--- config.mk ---
export PLATFORM = sky130hd
export DESIGN_NAME = wiper_host
export DESIGN_NICKNAME = d
export VERILOG_FILES = /design/src/rtl/wiper_host_pkg.sv /design/src/rtl/wiper_host.sv
export SDC_FILE = /design/constraint.sdc
export NUM_CORES = 1
export LEC_CHECK = 0
export BUFFER_PORTS_ARGS = -buffer_cell sky130_fd_sc_hd__buf_2
export CAP_MARGIN = 20
export CORE_MARGIN = 2
export CORE_UTILIZATION = 50
export CTS_CLUSTER_DIAMETER = 30
export DETAILED_ROUTE_END_ITERATION = 8
export GPL_TIMING_DRIVEN = 0
export MAX_ROUTING_LAYER = met4
export PLACE_DENSITY = 0.69
export SKIP_CTS_REPAIR_TIMING = 1
export SYNTH_ARGS = -nofsm -noshare
export SYNTH_HDL_FRONTEND = slang
export SYNTH_SLANG_ARGS = --single-unit
--- constraint.sdc ---
create_clock -name CLK -period 4.6 [get_ports CLK]
set_clock_uncertainty 0.2 [all_clocks]
set_input_delay 0.92 -clock CLK [delete_from_list [all_inputs] [get_ports CLK]]
set_output_delay 0.92 -clock CLK [all_outputs]
set_load 0.02 [all_outputs]
--- src/rtl/wiper_host_pkg.sv ---
// constants for the host that steps and stores a digital resistor wiper
package wiper_host_pkg;
    localparam int CLK_MHZ = 100;
    localparam int POS_W = 5;
    localparam logic [4:0] POS_MAX = 5'h1f;
    localparam logic [4:0] POS_MIN = 5'h00;
    // minimum pin timings in ns
    localparam int T_SEL_SETUP_NS = 100;
    localparam int T_DIR_SETUP_NS = 100;
    localparam int T_DIR_HOLD_NS = 100;
    localparam int T_STEP_LOW_NS = 1000;
    localparam int T_STEP_HIGH_NS = 1000;
    localparam int T_STEP_TO_DESEL_NS = 1000;
    localparam int T_DESEL_NOSTORE_NS = 250;
    localparam int T_DESEL_STORE_NS = 10000000;
    localparam int T_SETTLE_NS = 10000;
    localparam int CYC_SEL_SETUP = (T_SEL_SETUP_NS * CLK_MHZ + 999) / 1000;
    localparam int CYC_DIR_SETUP = (T_DIR_SETUP_NS * CLK_MHZ + 999) / 1000;
    localparam int CYC_DIR_HOLD = (T_DIR_HOLD_NS * CLK_MHZ + 999) / 1000;
    localparam int CYC_STEP_LOW = (T_STEP_LOW_NS * CLK_MHZ + 999) / 1000;
    localparam int CYC_STEP_HIGH = (T_STEP_HIGH_NS * CLK_MHZ + 999) / 1000;
    localparam int CYC_STEP_TO_DESEL = (T_STEP_TO_DESEL_NS * CLK_MHZ + 999) / 1000;
    localparam int CYC_DESEL_NOSTORE = (T_DESEL_NOSTORE_NS * CLK_MHZ + 999) / 1000;
    localparam int CYC_DESEL_STORE = (T_DESEL_STORE_NS * CLK_MHZ + 999) / 1000;
    localparam int CYC_SETTLE = (T_SETTLE_NS * CLK_MHZ + 999) / 1000;
    localparam int CNT_W = 20;
    typedef enum logic [2:0] {
        ST_IDLE = 3'b000,
        ST_SEL = 3'b001,
        ST_LOW = 3'b010,
        ST_HIGH = 3'b011,
        ST_TAIL = 3'b100,
        ST_DESEL = 3'b101
    } state_t;
endpackage : wiper_host_pkg

--- src/rtl/wiper_host.sv ---
// host controller that drives select, step strobe and direction pins of the resistor
`timescale 1ns/1ns
module wiper_host #(
    parameter int DESEL_STORE_CYC = wiper_host_pkg::CYC_DESEL_STORE
) (
    input wire logic CLK,
    input wire logic RESET,
    input wire logic CMD_VALID,
    output logic CMD_READY,
    input wire logic [4:0] CMD_STEPS,
    input wire logic CMD_UP,
    input wire logic CMD_STORE,
    output logic SEL_N,
    output logic STEP_N,
    output logic DIR_UP,
    output logic BUSY,
    output logic [4:0] POS_EST
);
    wiper_host_pkg::state_t st_q, st_d;
    logic [19:0] cnt_q, cnt_d;
    logic [4:0] left_q, left_d;
    logic up_q, up_d;
    logic store_q, store_d;
    logic sel_n_q, sel_n_d;
    logic step_n_q, step_n_d;
    logic dir_q, dir_d;
    logic [4:0] pos_q, pos_d;
    logic cnt_zero;
    // strobe pulses put on the pin in one selection, held against the request
    logic [5:0] pulses_q, pulses_d;
    logic [4:0] asked_q, asked_d;

    assign cnt_zero = (cnt_q == 20'h00000);
    assign CMD_READY = (st_q == wiper_host_pkg::ST_IDLE) && cnt_zero;
    assign BUSY = !CMD_READY;
    assign SEL_N = sel_n_q;
    assign STEP_N = step_n_q;
    assign DIR_UP = dir_q;
    assign POS_EST = pos_q;

    always_comb begin
        st_d = st_q;
        cnt_d = cnt_zero ? cnt_q : cnt_q - 20'h00001;
        left_d = left_q;
        up_d = up_q;
        store_d = store_q;
        sel_n_d = sel_n_q;
        step_n_d = step_n_q;
        dir_d = dir_q;
        pos_d = pos_q;
        case (st_q)
            wiper_host_pkg::ST_IDLE: begin
                // strobe is high before select falls, so selecting never steps
                if (CMD_VALID && cnt_zero) begin
                    if (CMD_STEPS == 5'h00 && !CMD_STORE) begin
                        // nothing to move, and a bare deselect would store: stay off
                        cnt_d = 20'(wiper_host_pkg::CYC_DESEL_NOSTORE);
                    end else begin
                        left_d = CMD_STEPS;
                        up_d = CMD_UP;
                        store_d = CMD_STORE;
                        dir_d = CMD_UP;
                        sel_n_d = 1'b0;
                        cnt_d = 20'(wiper_host_pkg::CYC_SEL_SETUP);
                        st_d = wiper_host_pkg::ST_SEL;
                    end
                end
            end
            wiper_host_pkg::ST_SEL: begin
                if (cnt_zero) begin
                    if (left_q == 5'h00) begin
                        cnt_d = 20'(wiper_host_pkg::CYC_STEP_TO_DESEL);
                        st_d = wiper_host_pkg::ST_TAIL;
                    end else begin
                        step_n_d = 1'b0;
                        cnt_d = 20'(wiper_host_pkg::CYC_STEP_LOW);
                        st_d = wiper_host_pkg::ST_LOW;
                    end
                end
            end
            wiper_host_pkg::ST_LOW: begin
                if (cnt_zero) begin
                    left_d = left_q - 5'h01;
                    // mirror of the device counter, saturating like it
                    if (up_q && pos_q != wiper_host_pkg::POS_MAX) begin
                        pos_d = pos_q + 5'h01;
                    end else if (!up_q && pos_q != wiper_host_pkg::POS_MIN) begin
                        pos_d = pos_q - 5'h01;
                    end
                    if (left_q == 5'h01 && !store_q) begin
                        // last pulse of a no-store move: the strobe stays low through
                        // deselect, so the device does not store its count
                        cnt_d = 20'(wiper_host_pkg::CYC_STEP_TO_DESEL);
                        st_d = wiper_host_pkg::ST_TAIL;
                    end else begin
                        step_n_d = 1'b1;
                        cnt_d = 20'(wiper_host_pkg::CYC_STEP_HIGH);
                        st_d = wiper_host_pkg::ST_HIGH;
                    end
                end
            end
            wiper_host_pkg::ST_HIGH: begin
                if (cnt_zero) begin
                    if (left_q == 5'h00) begin
                        // only a storing move gets here: strobe stays high for deselect
                        cnt_d = 20'(wiper_host_pkg::CYC_STEP_TO_DESEL);
                        st_d = wiper_host_pkg::ST_TAIL;
                    end else begin
                        step_n_d = 1'b0;
                        cnt_d = 20'(wiper_host_pkg::CYC_STEP_LOW);
                        st_d = wiper_host_pkg::ST_LOW;
                    end
                end
            end
            wiper_host_pkg::ST_TAIL: begin
                if (cnt_zero) begin
                    sel_n_d = 1'b1;
                    st_d = wiper_host_pkg::ST_DESEL;
                    if (store_q) begin
                        cnt_d = 20'(DESEL_STORE_CYC);
                    end else begin
                        cnt_d = 20'(wiper_host_pkg::CYC_SETTLE);
                    end
                end
            end
            wiper_host_pkg::ST_DESEL: begin
                // strobe returns high only after select is high: no step
                step_n_d = 1'b1;
                st_d = wiper_host_pkg::ST_IDLE;
            end
            default: begin
                st_d = wiper_host_pkg::ST_IDLE;
            end
        endcase
    end

    always_ff @(posedge CLK or posedge RESET) begin
        if (RESET) begin
            st_q <= wiper_host_pkg::ST_IDLE;
            // device recalls its stored count, unknown here; wait one settle
            cnt_q <= 20'(wiper_host_pkg::CYC_SETTLE);
            left_q <= 5'h00;
            up_q <= 1'b0;
            store_q <= 1'b0;
            sel_n_q <= 1'b1;
            step_n_q <= 1'b1;
            dir_q <= 1'b0;
            pos_q <= 5'h00;
        end else begin
            st_q <= st_d;
            cnt_q <= cnt_d;
            left_q <= left_d;
            up_q <= up_d;
            store_q <= store_d;
            sel_n_q <= sel_n_d;
            step_n_q <= step_n_d;
            dir_q <= dir_d;
            pos_q <= pos_d;
        end
    end

    always_comb begin
        pulses_d = pulses_q;
        asked_d = asked_q;
        if (CMD_VALID && CMD_READY) begin
            pulses_d = 6'h00;
            asked_d = CMD_STEPS;
        end else if (step_n_q && !step_n_d) begin
            pulses_d = pulses_q + 6'h01;
        end
    end

    always_ff @(posedge CLK or posedge RESET) begin
        if (RESET) begin
            pulses_q <= 6'h00;
            asked_q <= 5'h00;
        end else begin
            pulses_q <= pulses_d;
            asked_q <= asked_d;
        end
    end

    sel_low_no_step_a: assert property (@(posedge CLK) disable iff (RESET)
        $fell(sel_n_q) |-> step_n_q) else $error("selected with strobe low");
    store_hold_a: assert property (@(posedge CLK) disable iff (RESET)
        ($rose(sel_n_q) && step_n_q) |=> BUSY [*8]) else $error("ready during store");
    dir_stable_a: assert property (@(posedge CLK) disable iff (RESET)
        $fell(step_n_q) |-> $stable(dir_q)) else $error("direction moved at strobe");
    step_low_len_a: assert property (@(posedge CLK) disable iff (RESET)
        $fell(step_n_q) && !sel_n_q |=> !step_n_q [*8]) else $error("strobe low too short");
    steps_selected_a: assert property (@(posedge CLK) disable iff (RESET)
        $fell(step_n_q) |-> !sel_n_q) else $error("strobe fell while deselected");
    sat_top_a: assert property (@(posedge CLK) disable iff (RESET)
        ($past(pos_q) == 5'h1f && $past(up_q)) |-> pos_q == 5'h1f) else $error("wrapped");
    nostore_low_a: assert property (@(posedge CLK) disable iff (RESET)
        ($rose(sel_n_q) && !store_q) |-> !step_n_q) else $error("store not skipped");
    desel_store_a: assert property (@(posedge CLK) disable iff (RESET)
        ($rose(sel_n_q) && store_q) |-> step_n_q) else $error("store not made");
    cover_store_c: cover property (@(posedge CLK) $rose(sel_n_q) && step_n_q);
    cover_nostore_c: cover property (@(posedge CLK) $rose(sel_n_q) && !step_n_q);
    cover_top_c: cover property (@(posedge CLK) pos_q == 5'h1f);
    sel_setup_a: assert property (@(posedge CLK) disable iff (RESET)
        $fell(sel_n_q) |=> step_n_q [*8]) else $error("strobe too soon after select");
    step_high_len_a: assert property (@(posedge CLK) disable iff (RESET)
        $rose(step_n_q) && !sel_n_q |=> step_n_q [*8]) else $error("strobe high too short");
    pulse_count_a: assert property (@(posedge CLK) disable iff (RESET)
        $rose(sel_n_q) |-> pulses_q == {1'b0, asked_q}) else $error("wrong pulse count");
    pos_step_a: assert property (@(posedge CLK) disable iff (RESET)
        $changed(pos_q) |-> (pos_q - $past(pos_q) == 5'h01) || ($past(pos_q) - pos_q == 5'h01))
        else $error("mirror moved more than one");
    sat_bottom_a: assert property (@(posedge CLK) disable iff (RESET)
        ($past(pos_q) == wiper_host_pkg::POS_MIN && !$past(up_q)) |-> pos_q == 5'h00)
        else $error("wrapped below bottom");
    nostore_settle_a: assert property (@(posedge CLK) disable iff (RESET)
        ($rose(sel_n_q) && !step_n_q) |=> BUSY [*8]) else $error("ready before settle");
    zero_skip_a: assert property (@(posedge CLK) disable iff (RESET)
        (CMD_VALID && CMD_READY && CMD_STEPS == 5'h00 && !CMD_STORE) |=> sel_n_q [*8])
        else $error("empty no-store move selected");
    ready_idle_a: assert property (@(posedge CLK) disable iff (RESET)
        CMD_READY |-> sel_n_q && step_n_q) else $error("ready while pins active");
    dir_idle_a: assert property (@(posedge CLK) disable iff (RESET)
        $changed(dir_q) |-> $fell(sel_n_q)) else $error("direction moved mid selection");
    cover_zero_c: cover property (@(posedge CLK) CMD_VALID && CMD_READY && CMD_STEPS == 5'h00);
    cover_bottom_c: cover property (@(posedge CLK) $fell(step_n_q) && !up_q && pos_q == 5'h00);
endmodule : wiper_host

==> impl_metrics.yaml <==
run_status:
  status: "complete, no violations"
floorplanning:
  row_count: 24
  die_x_microns: 71.1
  die_area_sq_um: 5050
  placeableCoreArea_sq_um: 4350
  io_pins: 20
  start_util_pct: 51.7
  die_y_microns: 71.1
clock_network:
  clk_pin_slew_ns: 0.08
  clk_root_buffer_cell: "clkbuf_8"
  clkSinkCount: 37
  insertion_delay_ns: 0.30
  numCtsBuffers: 5
  cts_tree: "built"
  clk_path_buf_depth: 2
  htree_levels: 2
synthesis:
  synthXorXnorAreaFrac_pct: 5.84
  yosys_register_bits: 37
  yosysMostFrequentCell: "dfrtp_1"
  synth.mux.area_fraction_pct: 2.84
  yosys_most_used_dff: "dfrtp_1"
  synth_edf_count: 0
  synth_nets: 263
  synth_top_area_share_pct: 32.3
  avgSynthCellArea_sq_um: 9.22
  async_reset_ff_share_pct: 100
  synth_top_family_by_area: "simple AND/OR/NAND/NOR gates"
  synth_compound_gate_area_share_pct: 19.4
  synth_cell_type_count: 52
  synthesis.instances: 244
  synth_area_leader_cell: "dfrtp_1"
  synthSimpleGateAreaFrac_pct: 20.6
  ys_seq_area_share_pct: 41.6
  synth.area.top_cells: "dfrtp_1, dfstp_2, a21oi_1"
  yosysWarnings: 0
  synth_commonest_cells: "dfrtp_1, nand2_1, a21oi_1, o21ai_0, nor2_1"
  synth_area_sq_um: 2250
  synth_fa_ha_area_share_pct: 5.34
global_routing:
  grt_pass1_vias: 1869
  track_usage_pct: 22.7
  grt_max_degree: 38
  grt_pass1_wl_microns: 8740
  gr-total-overflow: 0
  antenna_found_initial: 0
routing:
  drcViolationCount: 0
  vias: 1948
  viasPerCell: 6.01
  drtPass1Iterations: 4
  wl_microns: 5110
  drtIter0Drc: 106
  ant_nets: 0
  wl_per_cell_microns: 15.8
run:
  maxCapViolations: 0
power:
  peakVddDrop_v: 0.000178
  leakagePower_nw: 1.09
  power.density_nw_per_um2: 249
layout:
  drive_gt1_share_pct: 18.4
  diodes: 0
  num-fill-cells: 395
  nets: 290
  area_growth_pct: 11.8
  final_area_sq_um: 2520
  seq_area_sq_um: 936
  multi_input_area_sq_um: 1210
setup_path:
  critPathRequiredTime_ns: 3.48
  crit_type: "register to primary output"
  cp-start-kind: "register"
  worst-path-max-fanout: 10
  cp.arrival_ns: 2.53
  critPathCaptureType: "primary output"
sta:
  slew_violations: 0
  fmax_mhz: 274
  setup_tns_ns: 0
  rsz0062_at_grt: "no"
  finalHoldViolCount: 0
  fin_crit_ns: 3.65
  relSlewSlack_pct: 40.3
  setup_viol: 0
  period_share_pct: 79.4
  worst_slew_pin_slew_ns: 0.894
  whs_ns: 0.296
min_path:
  hp-class: "register to register"
placement:
  postPlaceCellArea_sq_um: 2410
  portBuffers: 19
  dpl.hpwl_microns: 3610
  routabilityCongestion: 0.864
report_power, final:
group | switching, mW | internal (mW)
sequential | 0.00495 | 0.329
combinational | 0.0227 | 0.0143
clock | 0.121 | 0.136
total | 0.148 | 0.479
critical path: stages (launching register included):
cell     delay [ns]
dfrtp_1        0.43
or3_4          0.42
or3b_4         0.45
nor3_4         0.27
buf_6          0.19
buf_6          0.15
nand3_1        0.10
inv_1          0.07
buf_2          0.15
metrics by stage:
stage / setup WS, ns / util, % / instances / total power, mW
CTS: 0.936 / 57.7 / 323 / 0.631
floorplan: 1.33 / - / 244 / 0.363
detailed placement: 1.27 / 55.3 / 315 / 0.377
global route: 0.770 / 57.8 / 324 / 0.651
global placement: 1.27 / 55.3 / 315 / 0.376
finish: 0.948 / 57.8 / 324 / 0.627
path summary, 6_finish.rpt:
kind                            from        end  slack (ns)  depth (start not counted)
max in group asynchronous      RESET  left_q[4]        3.14                          2
min reg2reg                 cnt_q[6]   cnt_q[6]        0.30                          1
max                        cnt_q[16]  CMD_READY        0.95                          8
min                         cnt_q[6]   cnt_q[6]        0.30                          1
max reg2reg                cnt_q[16]   cnt_q[0]        1.51                         10
min in group asynchronous      RESET  cnt_q[13]        0.57                          2
area by class of cell:
| type | instances | share of cell area, % |
|---|---|---|
| inverters | 12 | 1.79 |
| repair buffers | 20 | 3.98 |
| clock inverters | 1 | 0.199 |
| clock buffers | 7 | 3.83 |
| plain buffers | 8 | 2.14 |
| well taps | 52 | 2.59 |
| flip-flops and latches | 37 | 37.2 |
| multi-input cells | 187 | 48.3 |
layout by cell type (no fill, tap or decap), types with 10 or more instances in the layout:
master,instances
a21oi_1,21
buf_2,20
inv_1,11
dfrtp_1,29
nand2_1,25
xnor2_1,11
o21ai_0,20
nor3_1,12
nand3_1,10
nor2_1,14
logic make-up after synthesis:
| group | after synthesis |
|---|---|
| buffers and inverters | 20 |
| DFF | 37 |
| muxes | 6 |
| xor gates and xnor gates | 15 |
| adders and majority gates | 9 |
| and+or+nand+nor | 88 |
| AOI/OAI and AO/OA | 69 |
state kept, by name (all words and copies together), names as in the netlist:
name,cells
DIR_UP,1
POS_EST,5
SEL_N,1
STEP_N,1
cnt_q,20
left_q,5
st_q,3
store_q,1
per-layer routing:
metal  up-vias  share of wire [%]  track usage [%]
met1       946                 46             29.0
met3         7                4.0             4.56
li1        948                  -                -
met5         -                  0                -
met4         0                1.4             8.60
met2        47                 49             35.8
(Power assumes the default switching activity.)
